## config.mk

```make
export PLATFORM = sky130hd
export DESIGN_NAME = sslp_ctrl
export DESIGN_NICKNAME = d
export VERILOG_FILES = /design/src/sslp_cnt.v /design/src/sslp_ctrl.v
export VERILOG_INCLUDE_DIRS = /design/src
export SDC_FILE = /design/constraint.sdc
export NUM_CORES = 1
export LEC_CHECK = 0
export BUFFER_PORTS_ARGS = -buffer_cell sky130_fd_sc_hd__clkbuf_2
export CAP_MARGIN = 20
export CORE_UTILIZATION = 30
export CTS_CLUSTER_DIAMETER = 40
export DETAILED_ROUTE_END_ITERATION = 12
export PLACE_DENSITY_LB_ADDON = 0.2
export SYNTH_ARGS = -nofsm -noshare
export SYNTH_HDL_FRONTEND = slang
export SYNTH_SLANG_ARGS = --single-unit
```

## constraint.sdc

```tcl
create_clock -name CLK_I -period 2.6 [get_ports CLK_I]
set_clock_uncertainty 0.15 [all_clocks]
set_input_delay 0 -clock CLK_I [delete_from_list [all_inputs] [get_ports CLK_I]]
set_output_delay 0 -clock CLK_I [all_outputs]
set_load 0.1 [all_outputs]
```

## src/sslp_regs.vh

```
// Purpose: Timing constants for the sleep-capable SRAM access controller
// Assumes: 50 MHz controller clock, 10 ns speed grade memory
// Notes:   Times kept in their own unit; cycle counts derived from them
`ifndef SSLP_REGS_VH
`define SSLP_REGS_VH

// ****************************************
// Clock
// ****************************************
`define SSLP_CLK_PERIOD_NS     20

// ****************************************
// Sleep sequencing times
// ****************************************
`define SSLP_WAKE_PULSE_MIN_NS 100
`define SSLP_SETTLE_MS         1
`define SSLP_DESELECT_LIM_US   100
`define SSLP_ACCESS_DELAY_US   300

// Least times round up; the deselect limit gets no cycle count
`define SSLP_WAKE_PULSE_CYC    ((`SSLP_WAKE_PULSE_MIN_NS + `SSLP_CLK_PERIOD_NS - 1) / `SSLP_CLK_PERIOD_NS)
`define SSLP_SETTLE_CYC        ((`SSLP_SETTLE_MS * 1000000 + `SSLP_CLK_PERIOD_NS - 1) / `SSLP_CLK_PERIOD_NS)
`define SSLP_ACCESS_CYC        ((`SSLP_ACCESS_DELAY_US * 1000 + `SSLP_CLK_PERIOD_NS - 1) / `SSLP_CLK_PERIOD_NS)

// ****************************************
// Write and read timing (10 ns grade)
// ****************************************
`define SSLP_STROBE_FLOAT_NS   5
`define SSLP_DATA_SETUP_NS     5
`define SSLP_BYTE_LANE_NS      7
// Strobe low pulse: float plus setup, rounded up, at least byte-lane time
`define SSLP_WR_PULSE_CYC      ((`SSLP_STROBE_FLOAT_NS + `SSLP_DATA_SETUP_NS + `SSLP_CLK_PERIOD_NS - 1) / `SSLP_CLK_PERIOD_NS)
// Read: address to data valid 10 ns, take two cycles for margin
`define SSLP_RD_CYC            2

`endif

```

## src/sslp_cnt.v

```verilog
// Purpose: Loadable down counter for interval timing
// Assumes: Same clock as the controller
// Notes:   done_o is high while the count is zero
`timescale 1ns/1ps

module sslp_cnt #(
  parameter W = 24
) (
  // Clock and reset
  input  wire         clk_i,
  input  wire         rst_n_i,
  // Control
  input  wire         load_i,
  input  wire [W-1:0] value_i,
  // Status
  output wire         done_o
);

  reg [W-1:0] count;  // Remaining cycles

  // ****************************************
  // Counter
  // ****************************************
  // Load wins over decrement
  always @(posedge clk_i or negedge rst_n_i) begin
    if (!rst_n_i) begin
      count <= {W{1'b0}};
    end else if (load_i) begin
      count <= value_i;
    end else if (count != {W{1'b0}}) begin
      count <= count - {{(W-1){1'b0}}, 1'b1};
    end
  end

  assign done_o = (count == {W{1'b0}});

endmodule

```

## src/sslp_ctrl.v

```verilog
// Purpose: Host controller for an asynchronous 256K x 16 SRAM with sleep input
// Assumes: 50 MHz clock; memory data bus resolved outside from enables
// Notes:   Requests refused (ready low) until access is allowed after wake
`timescale 1ns/1ps
`include "sslp_regs.vh"

// Contract
// - Hold sleep low at least 100 ns
// - Keep sleep low through settling interval
// - Deselect chip within 100 us after wake
// - No access until 300 us after wake
// - Write needs strobe, select, lane, awake
// - Strobe pulse covers float plus setup
// - Byte lane low long enough before end
// - Write strobe high during reads
// - Sleep high during every access
// - Each lane selects its own byte
module sslp_ctrl (
  // Clock and reset
  input  wire        CLK_I,
  input  wire        RST_N_I,
  // User request
  input  wire        REQ_VALID_I,
  input  wire        REQ_WRITE_I,
  input  wire [17:0] REQ_ADDR_I,
  input  wire [15:0] REQ_WDATA_I,
  input  wire [1:0]  REQ_LANE_I,
  output wire        REQ_READY_O,
  output reg         RD_VALID_O,
  output reg  [15:0] RD_DATA_O,
  // Sleep control
  input  wire        SLEEP_I,
  output wire        ASLEEP_O,
  // Memory pins
  output reg  [17:0] MEM_ADDR_O,
  output reg         CHIP_SELECT_N_O,
  output reg         OUTPUT_DRIVE_N_O,
  output reg         WRITE_STROBE_N_O,
  output reg         LOW_BYTE_LANE_N_O,
  output reg         UPPER_BYTE_LANE_N_O,
  output reg         SLEEP_REQUEST_N_O,
  input  wire [15:0] MEM_DQ_I,
  output reg  [15:0] MEM_DQ_O,
  output reg  [1:0]  MEM_DQ_OE_N_O
);

  // ****************************************
  // States
  // ****************************************
  localparam [2:0] ST_WAIT  = 3'h0;  // Post-wake hold, no access
  localparam [2:0] ST_IDLE  = 3'h1;  // Ready for requests
  localparam [2:0] ST_WR    = 3'h2;  // Strobe low
  localparam [2:0] ST_RD    = 3'h3;  // Output enabled
  localparam [2:0] ST_SLEEP = 3'h4;  // Sleep request low, settling
  localparam [2:0] ST_DEEP  = 3'h5;  // Settled, stays until wake
  localparam [2:0] ST_DONE  = 3'h6;  // One turn-around cycle
  localparam [2:0] ST_BOOT  = 3'h7;  // First cycle after reset, arms the hold

  localparam W = 24;  // Fits the 1 ms count of 50000

  // Interval counts at counter width
  localparam [W-1:0] SETTLE_CYC = `SSLP_SETTLE_CYC;    // Deep-sleep settling
  localparam [W-1:0] ACCESS_CYC = `SSLP_ACCESS_CYC;    // Hold after wake or reset
  localparam [W-1:0] WR_CYC     = `SSLP_WR_PULSE_CYC;  // Write strobe low
  localparam [W-1:0] RD_CYC     = `SSLP_RD_CYC;        // Read window

  reg  [2:0]   state;       // Current state
  reg  [2:0]   next_state;  // Next state
  reg          cnt_load;    // Counter load strobe
  reg  [W-1:0] cnt_value;   // Counter load value
  wire         cnt_done;    // Interval elapsed
  reg          sleep_s1;    // Sleep request sync stage 1
  reg          sleep_s2;    // Sleep request sync stage 2
  reg  [15:0]  dq_s1;       // Read data sync stage 1
  reg  [15:0]  dq_s2;       // Read data sync stage 2
  reg  [1:0]   lanes;       // Lanes of the current access
  reg          was_rd;      // Previous state was a read

  // Interval timer shared by the hold, sleep, write and read states
  sslp_cnt #(.W(W)) u_cnt (
    .clk_i   (CLK_I),
    .rst_n_i (RST_N_I),
    .load_i  (cnt_load),
    .value_i (cnt_value),
    .done_o  (cnt_done)
  );

  // ****************************************
  // Input synchronisers
  // ****************************************
  // Pins from outside the clock domain pass two flops first
  always @(posedge CLK_I or negedge RST_N_I) begin
    if (!RST_N_I) begin
      sleep_s1 <= 1'b0;
      sleep_s2 <= 1'b0;
      dq_s1    <= 16'h0000;
      dq_s2    <= 16'h0000;
    end else begin
      sleep_s1 <= SLEEP_I;
      sleep_s2 <= sleep_s1;
      dq_s1    <= MEM_DQ_I;
      dq_s2    <= dq_s1;
    end
  end

  // Accept only when idle and awake
  assign REQ_READY_O = (state == ST_IDLE) && !sleep_s2;
  assign ASLEEP_O    = (state == ST_DEEP);

  // ****************************************
  // Next state
  // ****************************************
  always @* begin
    next_state = state;
    cnt_load   = 1'b0;
    cnt_value  = {W{1'b0}};
    case (state)
      ST_WAIT: begin
        // Access held off after sleep release
        if (cnt_done) begin
          next_state = ST_IDLE;
        end
      end
      ST_IDLE: begin
        if (sleep_s2) begin
          // Low pulse must cover both wake minimum and settling
          next_state = ST_SLEEP;
          cnt_load   = 1'b1;
          cnt_value  = SETTLE_CYC;
        end else if (REQ_VALID_I) begin
          next_state = REQ_WRITE_I ? ST_WR : ST_RD;
          cnt_load   = 1'b1;
          cnt_value  = REQ_WRITE_I ? WR_CYC : RD_CYC;
        end
      end
      ST_WR: begin
        // Strobe pulse long enough for float plus setup and lane time
        if (cnt_done) begin
          next_state = ST_DONE;
        end
      end
      ST_RD: begin
        if (cnt_done) begin
          next_state = ST_DONE;
        end
      end
      ST_DONE: begin
        next_state = ST_IDLE;
      end
      ST_SLEEP: begin
        // Sleep kept low through the whole settling time
        if (cnt_done) begin
          next_state = ST_DEEP;
        end
      end
      ST_DEEP: begin
        // Wake only once the minimum low pulse is surely met
        if (!sleep_s2) begin
          next_state = ST_WAIT;
          cnt_load   = 1'b1;
          cnt_value  = ACCESS_CYC;
        end
      end
      ST_BOOT: begin
        // Counter resets to zero, so the hold is loaded here once
        next_state = ST_WAIT;
        cnt_load   = 1'b1;
        cnt_value  = ACCESS_CYC;
      end
      default: begin
        next_state = ST_BOOT;
      end
    endcase
  end

  // ****************************************
  // State register
  // ****************************************
  // Reset starts in the boot state so first access waits too
  always @(posedge CLK_I or negedge RST_N_I) begin
    if (!RST_N_I) begin
      state <= ST_BOOT;
    end else begin
      state <= next_state;
    end
  end

  // ****************************************
  // Memory pins
  // ****************************************
  // Registered outputs avoid glitches on the asynchronous strobes
  always @(posedge CLK_I or negedge RST_N_I) begin
    if (!RST_N_I) begin
      MEM_ADDR_O          <= 18'h00000;
      CHIP_SELECT_N_O     <= 1'b1;
      OUTPUT_DRIVE_N_O    <= 1'b1;
      WRITE_STROBE_N_O    <= 1'b1;
      LOW_BYTE_LANE_N_O   <= 1'b1;
      UPPER_BYTE_LANE_N_O <= 1'b1;
      SLEEP_REQUEST_N_O   <= 1'b1;
      MEM_DQ_O            <= 16'h0000;
      MEM_DQ_OE_N_O       <= 2'h3;
      lanes               <= 2'h0;
    end else begin
      // Sleep pin low exactly in sleeping states
      SLEEP_REQUEST_N_O <= !(next_state == ST_SLEEP || next_state == ST_DEEP);
      case (next_state)
        ST_WR: begin
          if (state == ST_IDLE) begin
            // Address, data and lanes set with the strobe
            MEM_ADDR_O <= REQ_ADDR_I;
            MEM_DQ_O   <= REQ_WDATA_I;
            lanes      <= REQ_LANE_I;
            MEM_DQ_OE_N_O       <= ~REQ_LANE_I;
            LOW_BYTE_LANE_N_O   <= ~REQ_LANE_I[0];
            UPPER_BYTE_LANE_N_O <= ~REQ_LANE_I[1];
          end
          CHIP_SELECT_N_O  <= 1'b0;
          OUTPUT_DRIVE_N_O <= 1'b1;
          WRITE_STROBE_N_O <= 1'b0;
        end
        ST_RD: begin
          if (state == ST_IDLE) begin
            MEM_ADDR_O          <= REQ_ADDR_I;
            lanes               <= REQ_LANE_I;
            LOW_BYTE_LANE_N_O   <= ~REQ_LANE_I[0];
            UPPER_BYTE_LANE_N_O <= ~REQ_LANE_I[1];
          end
          CHIP_SELECT_N_O  <= 1'b0;
          OUTPUT_DRIVE_N_O <= 1'b0;
          WRITE_STROBE_N_O <= 1'b1;
          MEM_DQ_OE_N_O    <= 2'h3;
        end
        default: begin
          // Strobe rises first and ends the write; chip deselected one cycle later
          CHIP_SELECT_N_O     <= (next_state == ST_DONE && state == ST_WR) ? 1'b0 : 1'b1;
          WRITE_STROBE_N_O    <= 1'b1;
          OUTPUT_DRIVE_N_O    <= 1'b1;
          LOW_BYTE_LANE_N_O   <= 1'b1;
          UPPER_BYTE_LANE_N_O <= 1'b1;
          // Data held one cycle past strobe rise, then released
          MEM_DQ_OE_N_O       <= (next_state == ST_DONE && state == ST_WR) ? MEM_DQ_OE_N_O : 2'h3;
        end
      endcase
    end
  end

  // ****************************************
  // Read data capture
  // ****************************************
  // Synchronised data sampled at the end of the turn-around cycle
  always @(posedge CLK_I or negedge RST_N_I) begin
    if (!RST_N_I) begin
      RD_VALID_O <= 1'b0;
      RD_DATA_O  <= 16'h0000;
      was_rd     <= 1'b0;
    end else begin
      RD_VALID_O <= 1'b0;
      // Output drive is already high in the turn-around cycle, so track the state
      was_rd     <= (state == ST_RD);
      if (state == ST_DONE && RD_VALID_O == 1'b0 && was_rd) begin
        RD_VALID_O <= 1'b1;
        // Unselected lane reads as zero
        RD_DATA_O  <= {lanes[1] ? dq_s2[15:8] : 8'h00, lanes[0] ? dq_s2[7:0] : 8'h00};
      end
    end
  end

endmodule

```

==> flow_summary.json, run 1 <==
{
  "syn_inst": 423,
  "finalCoreUtilization_pct": 45.1,
  "fin_crit_sh_pct": 96.1,
  "ir_drop_uv": 396,
  "synth-edff-count": 0,
  "start_util_pct": 31.0,
  "grt_max_degree": 59,
  "cts-htree-levels": 4,
  "ant_nets": 0,
  "core_um2": 15400,
  "cts-resized-gates": 0,
  "top_level_ports": 118,
  "dr_wl_met3_um": 641,
  "synth-xor-area-share_pct": 2.39,
  "grt_setup_unrepaired": "no",
  "avgViaCountPerCell": 4.41,
  "status": "completed",
  "clock.fmax_mhz": 400,
  "rows": 45,
  "multi_input_area_um2": 1610,
  "die_area_um2": 16400,
  "wl_met2_mm": 5.54,
  "drive_above_1_share_pct": 32.8,
  "total_power_mw": 4.57,
  "synth_top_flop_cell": "dfrtp_1",
  "drt-initial-drc-count": 133,
  "seq_area_um2": 3090,
  "insertion_delay_ns": 0.41,
  "path_clk_slew_ns": 0.06,
  "highest_layer": "met4",
  "critPathArrivalTime_ns": 2.69,
  "drv_slew": 0,
  "drt_pre_antenna_iters": 4,
  "cts_tree": "built",
  "timing.final.hold_violations": 0,
  "synth-compound-area-share_pct": 7.88,
  "antenna_found_initial": 0,
  "yosysTopAreaCell": "dfrtp_1",
  "antenna_cells": 0,
  "cts_sinks": 123,
  "min_to": "dq_s1[6]",
  "required_ns": 2.79,
  "async_flop_share_pct": 100,
  "yosys.area_share.simple_pct": 18.0,
  "cts-root-buf": "clkbuf_16",
  "fillers": 1426,
  "grt_pass1_wl_mm": 18.8,
  "place.gp.congestion": 0.773,
  "cap_violations": 0,
  "clockBufferDepth": 2,
  "max-slew-margin-rel_pct": 52.7,
  "die_w_um": 128,
  "hold_path_depth": 2,
  "via_count": 3716,
  "synth_top_family_by_area": "simple AND/OR/NAND/NOR gates",
  "yosysMostFrequentCell": "dfrtp_1",
  "routed_wl_mm": 11.3,
  "yosys-top-cells-area": "dfrtp_1 (59%), nand2_1 (8.6%), dfstp_2 (6.1%)",
  "start_kind": "register",
  "portBuffers": 117,
  "syn_avg_cell_area_um2": 11.3,
  "cts_buffers": 17,
  "whs_ns": 0.0821,
  "yosys_warnings": 0,
  "drt_drc_violations_left": 0,
  "synth_common_cells": "dfrtp_1 (112), nand2_1 (109), nor2_1 (25)",
  "yosys.area.top_type_share_pct": 58.9,
  "synth_mux_area_share_pct": 4.41,
  "fp.dieH_um": 128,
  "stdcell_count": 842,
  "synth-seq-area-share_pct": 64.9,
  "grt_remaining_overflow": 0,
  "reg2reg_from": "u_cnt.count[13]",
  "met1_length_mm": 4.95,
  "hp-start": "MEM_DQ_I[6]",
  "wire_per_inst_um": 13.4,
  "dp_cells": 751,
  "setup_violations": 0,
  "grt.total_usage_pct": 15.1,
  "synth_fp_nets": 482,
  "layout_min_cycle_time_ns": 2.50,
  "ff2ff_setup_slack_ns": 0.10,
  "synth_area_um2": 4760,
  "r2r_end": "u_cnt.count[22]",
  "synthDistinctLibCells": 49,
  "grt_pass1_vias": 3797,
  "syn_to_final_growth_pct": 45.5,
  "ys_ff_latch": 123,
  "dp_hpwl_mm": 7.17,
  "hold_class": "input pin to register",
  "power.leakage_nw": 3.37,
  "synth_adder_area_share_pct": 0.525,
  "r2r_cells": 5,
  "tightestPinTransition_ns": 0.691,
  "critPathMaxFanout": 5,
  "nets": 677,
  "cp-end-kind": "register",
  "crit_type": "register to register",
  "power_density_nw_per_um2": 659
}
==> area by class of cell <==
cell class	instances	area share, %
inverter	3	0.162
sequential	123	44.6
clock inverter	14	2.64
multi-input combinational	279	23.2
clock buffer	18	6.34
tap	211	3.81
timing repair buffer	194	19.3
==> cell families after synthesis <==
group	count (synthesis)
DFF	123
and+or+nand+nor	185
AOI/OAI and AO/OA	60
xor gates and xnor gates	13
buffers and inverters	21
adders and majority gates	2
muxes	19
==> metrics by stage <==
stage               worst slack (ns)  area (um2)  TNS (ns)
global placement               0.101        5710         0
global route                  0.0381        6930         0
floorplan                     -0.209        4790     -3.29
CTS                            0.102        6930         0
detailed placement            0.0946        5710         0
finish                         0.100        6930         0
==> registers in the layout, indices dropped and copies added, names as in the netlist, 3 cells and up <==
signal       cells
dq_s1           16
MEM_ADDR_O      18
u_cnt.count     24
MEM_DQ_O        16
state            3
dq_s2           16
RD_DATA_O       16
==> power by group <==
group          total, mW  internal, mW  switching, mW  leakage [nW]
clock               2.46          1.56          0.907         0.300
sequential          1.95          1.94        0.00819          1.53
combinational      0.156        0.0923         0.0634          1.53
==> worst max path at each step <==
stage,to,from,slack [ns],cells past startpoint
6_report,u_cnt.count[22],u_cnt.count[13],0.10,5
5_1_grt,u_cnt.count[22],u_cnt.count[13],0.04,5
4_1_cts,u_cnt.count[22],u_cnt.count[13],0.10,5
3_5_place_dp,u_cnt.count[22],u_cnt.count[13],0.09,5
3_3_place_gp,u_cnt.count[22],u_cnt.count[13],0.10,5
2_1_floorplan,MEM_DQ_O[0],state[0],-0.21,5
==> cells in the final DEF, fill, tap and decap left out, types with 3 or more instances in the layout <==
cell and count:
a31oi_1 3, clkbuf_2 116, inv_1 3, dfstp_2 11
clkbuf_16 17, nand4_1 3, dlygate4sd3_1 58, nor4b_1 3
o21a_1 3, xnor2_1 13, mux2_2 16, dfrtp_1 112
o21ai_0 22, nor4_1 4, bufinv_16 3, inv_6 5
a21o_1 4, or4_1 3, mux2i_1 3, and2_1 3
nand2_1 108, nand3_1 4, nand2b_1 5, nor3_1 6
o31ai_1 3, a21oi_1 13, nor2_1 25, buf_4 18
==> critical path: stages, from the launching register on <==
cell     delay (ns)
dfrtp_1        0.40
or4_4          0.57
or4_4          0.43
or4_1          0.42
or3_1          0.34
a21oi_2        0.13
==> layer usage <==
metal,up-vias,global-route usage [%]
met2,94,24.9
met1,1777,17.8
met3,13,5.38
met4,0,6.09
li1,1832,-
met5,-,0
==> what timing repair did <==
action	in CTS	in global routing
endpoints found under the hold margin	174	0
hold buffers	59	0
setup buffers	0	0
setup endpoints to repair	0	0
Note: power is estimated with default switching activity, not from simulation.
==> run 2, diff against run 1 <==
--- a/config.mk
+++ b/config.mk
@@ -7,11 +7,11 @@
 export NUM_CORES = 1
 export LEC_CHECK = 0
 export BUFFER_PORTS_ARGS = -buffer_cell sky130_fd_sc_hd__clkbuf_2
-export CAP_MARGIN = 20
 export CORE_UTILIZATION = 30
 export CTS_CLUSTER_DIAMETER = 40
 export DETAILED_ROUTE_END_ITERATION = 12
 export PLACE_DENSITY_LB_ADDON = 0.2
+export RECOVER_POWER = 50
 export SYNTH_ARGS = -nofsm -noshare
 export SYNTH_HDL_FRONTEND = slang
 export SYNTH_SLANG_ARGS = --single-unit
==> flow_summary.json, run 2 (synthesis gave the netlist of run 1 again) <==
{
  "drt_pre_antenna_iters": 4,
  "grt_max_degree": 59,
  "cts_tree": "built",
  "wl_met2_mm": 5.55,
  "grt_remaining_overflow": 0,
  "layout_min_cycle_time_ns": 2.50,
  "crit_type": "register to register",
  "critPathArrivalTime_ns": 2.69,
  "top_level_ports": 118,
  "critPathMaxFanout": 5,
  "clockBufferDepth": 2,
  "cts-htree-levels": 4,
  "insertion_delay_ns": 0.41,
  "cp-end-kind": "register",
  "cts_buffers": 17,
  "drive_above_1_share_pct": 32.3,
  "die_area_um2": 16400,
  "status": "completed",
  "portBuffers": 117,
  "cts_sinks": 123,
  "path_buf_inv": 0,
  "layout_common_cells": "clkbuf_2 (117), dfrtp_1 (112), nand2_1 (108), dlygate4sd3_1 (58), nor2_1 (25)",
  "fp.dieH_um": 128,
  "start_util_pct": 31.0,
  "dp_cells": 751,
  "largest_reg_flops": 24,
  "timing.final.hold_violations": 0,
  "final_common_cell": "clkbuf_2",
  "highest_layer": "met4",
  "drv_slew": 0,
  "reg2reg_from": "u_cnt.count[13]",
  "tns_ns": 0,
  "nets": 677,
  "antenna_cells": 0,
  "setup_violations": 0,
  "die_w_um": 128,
  "via_count": 3718,
  "dp_hpwl_mm": 7.17,
  "finalCoreUtilization_pct": 44.9,
  "cp_top_family": "simple AND/OR/NAND/NOR gates",
  "ir_drop_uv": 396,
  "path_cells": "or4_4 -> or4_4 -> or4_1 -> or3_1 -> a21oi_2",
  "top_regs": "u_cnt.count (24), MEM_ADDR_O (18)",
  "regMostFlops": "u_cnt.count",
  "drt_drc_violations_left": 0,
  "start_kind": "register",
  "met1_length_mm": 4.90,
  "grt_pass1_vias": 3797,
  "cp_num_cells": 5,
  "tightestPinTransition_ns": 1.23,
  "hold_path_depth": 2,
  "min_to": "dq_s1[6]",
  "r2r_cells": 5,
  "stdcell_count": 842,
  "power.leakage_nw": 3.35,
  "syn_to_final_growth_pct": 44.8,
  "cap_violations": 0,
  "power_density_nw_per_um2": 662,
  "routed_wl_mm": 11.2,
  "grt.total_usage_pct": 15.1,
  "ff2ff_setup_slack_ns": 0.10,
  "hold_class": "input pin to register",
  "drt-initial-drc-count": 145,
  "max-slew-margin-rel_pct": 18.3,
  "path_clk_slew_ns": 0.06,
  "ant_nets": 0,
  "cp_common_cell": "or4_4",
  "grt_pass1_wl_mm": 18.8,
  "clock.fmax_mhz": 400,
  "place.gp.congestion": 0.773,
  "wire_per_inst_um": 13.3,
  "core_um2": 15400,
  "hp-start": "MEM_DQ_I[6]",
  "dr_wl_met3_um": 633,
  "cts-root-buf": "clkbuf_16",
  "avgViaCountPerCell": 4.42,
  "required_ns": 2.79,
  "rows": 45,
  "total_power_mw": 4.56,
  "antenna_found_initial": 0,
  "slowest_stage": "or4_4",
  "slowest_delay_ns": 0.57,
  "grt_setup_unrepaired": "no",
  "fin_crit_sh_pct": 96.1,
  "cts_setup_buffers": 0,
  "r2r_end": "u_cnt.count[22]"
}
[run 2: where the power goes]
group	internal, mW	leakage [nW]	switching [mW]
Combinational	0.0859	1.51	0.0620
Clock	1.56	0.300	0.908
Sequential	1.94	1.53	0.00819
Total	3.58	3.35	0.979
[run 2: worst max path at each step]
stage                    startpoint              end  slack [ns]
floorplan                  state[0]      MEM_DQ_O[0]       -0.21
global placement    u_cnt.count[13]  u_cnt.count[22]        0.10
detailed placement  u_cnt.count[13]  u_cnt.count[22]        0.09
CTS                 u_cnt.count[13]  u_cnt.count[22]        0.10
global route        u_cnt.count[13]  u_cnt.count[22]        0.04
finish              u_cnt.count[13]  u_cnt.count[22]        0.10
[run 2: final cells by class]
| class | count | area (um2) |
|---|---|---|
| multi-input cells | 279 | 1610 |
| clock inverters | 14 | 183 |
| well taps | 211 | 264 |
| repair buffers | 194 | 1300 |
| fillers | 1430 | 8480 |
| inverters | 3 | 11.3 |
| flip-flops and latches | 123 | 3090 |
| clock buffers | 18 | 439 |
[run 2: timing repair]
| item | in CTS | in global routing |
|---|---|---|
| gates resized for setup | 0 | 0 |
| hold endpoints to repair | 174 | 0 |
| hold buffers | 59 | 0 |
[run 2: per-stage QoR]
stage               area (um2)  setup slack, ns  hold WS [ns]
floorplan                 4790           -0.209        -0.446
global placement          5710            0.101        -0.122
detailed placement        5710           0.0946        -0.111
CTS                       6930            0.102        0.0560
global route              6900           0.0381        0.0711
finish                    6900            0.101        0.0821
[run 2: routing by layer]
layer  vias up  global-route usage, %
met5         -                      0
met4         0                   6.09
met3        13                   5.38
met2        92                   24.9
met1      1782                   17.8
li1       1831                      -
==> run 3, diff against run 2 <==
--- a/config.mk
+++ b/config.mk
@@ -12,6 +12,7 @@
 export DETAILED_ROUTE_END_ITERATION = 12
 export PLACE_DENSITY_LB_ADDON = 0.2
 export RECOVER_POWER = 50
+export SETUP_SLACK_MARGIN = 0.5
 export SYNTH_ARGS = -nofsm -noshare
 export SYNTH_HDL_FRONTEND = slang
 export SYNTH_SLANG_ARGS = --single-unit
==> flow_summary.json, run 3 (synthesis gave the netlist of run 1 again) <==
{
  "ant_nets": 0,
  "critPathArrivalTime_ns": 2.65,
  "timing.final.hold_violations": 0,
  "clock.fmax_mhz": 406,
  "ff2ff_setup_slack_ns": 0.13,
  "hold_path_depth": 2,
  "place.gp.congestion": 0.742,
  "final_common_cell": "clkbuf_2",
  "rows": 45,
  "ir_drop_uv": 465,
  "reg2reg_from": "u_cnt.count[15]",
  "cts_sinks": 123,
  "highest_layer": "met4",
  "tns_ns": 0,
  "layout_min_cycle_time_ns": 2.47,
  "setup_violations": 0,
  "seq_power_share_pct": 43.9,
  "largest_reg_flops": 24,
  "cap_violations": 2,
  "r2r_cells": 5,
  "start_util_pct": 31.0,
  "grt_remaining_overflow": 0,
  "cts-htree-levels": 4,
  "power.leakage_nw": 3.50,
  "hp-start": "MEM_DQ_I[12]",
  "insertion_delay_ns": 0.41,
  "drt_drc_violations_left": 0,
  "core_um2": 15400,
  "crit_type": "register to register",
  "grt_pass1_wl_mm": 18.9,
  "r2r_end": "u_cnt.count[22]",
  "whs_ns": 0.0840,
  "die_area_um2": 16400,
  "clockBufferDepth": 2,
  "met1_length_mm": 5.05,
  "dr_wl_met3_um": 666,
  "p_sw_uw": 990,
  "critPathMaxFanout": 2,
  "fin_crit_sh_pct": 94.8,
  "hold_class": "input pin to register",
  "syn_to_final_growth_pct": 51.6,
  "drive_above_1_share_pct": 38.1,
  "path_clk_slew_ns": 0.06,
  "drt_pre_antenna_iters": 4,
  "wire_per_inst_um": 13.3,
  "clockPowerShare_pct": 52.8,
  "grt_setup_unrepaired": "yes",
  "nets": 694,
  "top_level_ports": 118,
  "via_count": 3840,
  "min_to": "dq_s1[12]",
  "regMostFlops": "u_cnt.count",
  "dp_cells": 752,
  "drv_slew": 116,
  "cts_tree": "built",
  "tightestPinTransition_ns": 1.97,
  "comb_power_share_pct": 3.3,
  "drt-initial-drc-count": 139,
  "die_w_um": 128,
  "antenna_cells": 0,
  "required_ns": 2.78,
  "wl_met2_mm": 5.49,
  "violations": "max-capacitance violations, max-slew violations",
  "p_int_mw": 3.46,
  "antenna_found_initial": 0,
  "layout_common_cells": "clkbuf_2 (117), dfrtp_1 (112), nand2_1 (107), dlygate4sd3_1 (56), buf_4 (28)",
  "grt_max_degree": 82,
  "cts-root-buf": "clkbuf_16",
  "top_regs": "u_cnt.count (24), MEM_ADDR_O (18)",
  "max-slew-margin-rel_pct": -31.4,
  "power_density_nw_per_um2": 616,
  "fp.dieH_um": 128,
  "switching_share_pct": 22.3,
  "dp_hpwl_mm": 7.27,
  "start_kind": "register",
  "routed_wl_mm": 11.4,
  "cp-end-kind": "register",
  "avgViaCountPerCell": 4.47,
  "total_power_mw": 4.45,
  "stdcell_count": 859,
  "cts_buffers": 17,
  "portBuffers": 117,
  "grt_pass1_vias": 3889,
  "status": "finished with violations",
  "grt.total_usage_pct": 15.0
}
run 3: cell types whose count changed in the layout (fill, tap and decap cells not counted), sizes merged:
| cell | delta |
|---|---|
| buf | +21 |
| clkinv | +5 |
| clkbuf | -3 |
| clkinvlp | -2 |
| dlygate4sd3 | -2 |
| bufinv | -1 |
| inv | -1 |
run 3: final cells by class:
type                            count  area (um2)
Clock buffer                       17         425
Clock inverter                     15         166
Fill cell                        1426        8150
Inverter                            3        11.3
Multi-Input combinational cell    279        1790
Sequential cell                   123        3090
Tap cell                          211         264
Timing Repair Buffer              211        1470
run 3: repair_timing:
item / 4_1_cts / 5_1_grt
setup endpoints to repair: 23 / 59
hold buffers: 56 / 0
buffers inserted: 10 / 9
resized for setup: 22 / 16
endpoints found under the hold margin: 181 / 0
pin swaps: 11 / 11
run 3: how the worst max path moves through the flow:
| stage | from | endpoint | slack, ns | cells past startpoint |
|---|---|---|---|---|
| after floorplan | state[0] | MEM_DQ_O[0] | -0.21 | 5 |
| after detailed placement | u_cnt.count[13] | u_cnt.count[22] | 0.08 | 5 |
| after global placement | u_cnt.count[13] | u_cnt.count[22] | 0.1 | 5 |
| final | u_cnt.count[15] | u_cnt.count[22] | 0.13 | 5 |
| after global routing | RST_N_I | RD_DATA_O[9] | 0.07 | 3 |
| after CTS | u_cnt.count[15] | u_cnt.count[22] | 0.15 | 5 |
run 3: power groups by stage:
stage                     Sequential (mW)  Clock, mW  Combinational (mW)
after global placement               1.98          0              0.0859
after global routing                 1.95       2.48               0.165
after CTS                            1.95       2.40               0.154
after detailed placement             1.98          0              0.0871
after floorplan                      1.98          0            0.000988
final                                1.95       2.35               0.148
run 3: through the flow:
step	worst slack (ns)	utilization [%]	instance area [um2]
5_1_grt	0.0689	47.0	7220
4_1_cts	0.146	46.1	7090
6_report	0.134	47.0	7220
2_1_floorplan	-0.209	-	4880
3_5_place_dp	0.0757	37.6	5780
3_3_place_gp	0.0996	37.6	5780
run 3: worst max-delay path, stage by stage, from the launching register on:
cell and delay [ns]:
dfrtp_1 0.37, or4_4 0.54, or4_4 0.43, or4_4 0.42, or3_4 0.34, a21oi_2 0.13
run 3: layer usage:
layer	vias to the layer above	global-route usage, %
li1	1863	-
met5	-	0
met1	1862	18.5
met2	98	23.9
met3	17	5.18
met4	0	6.23
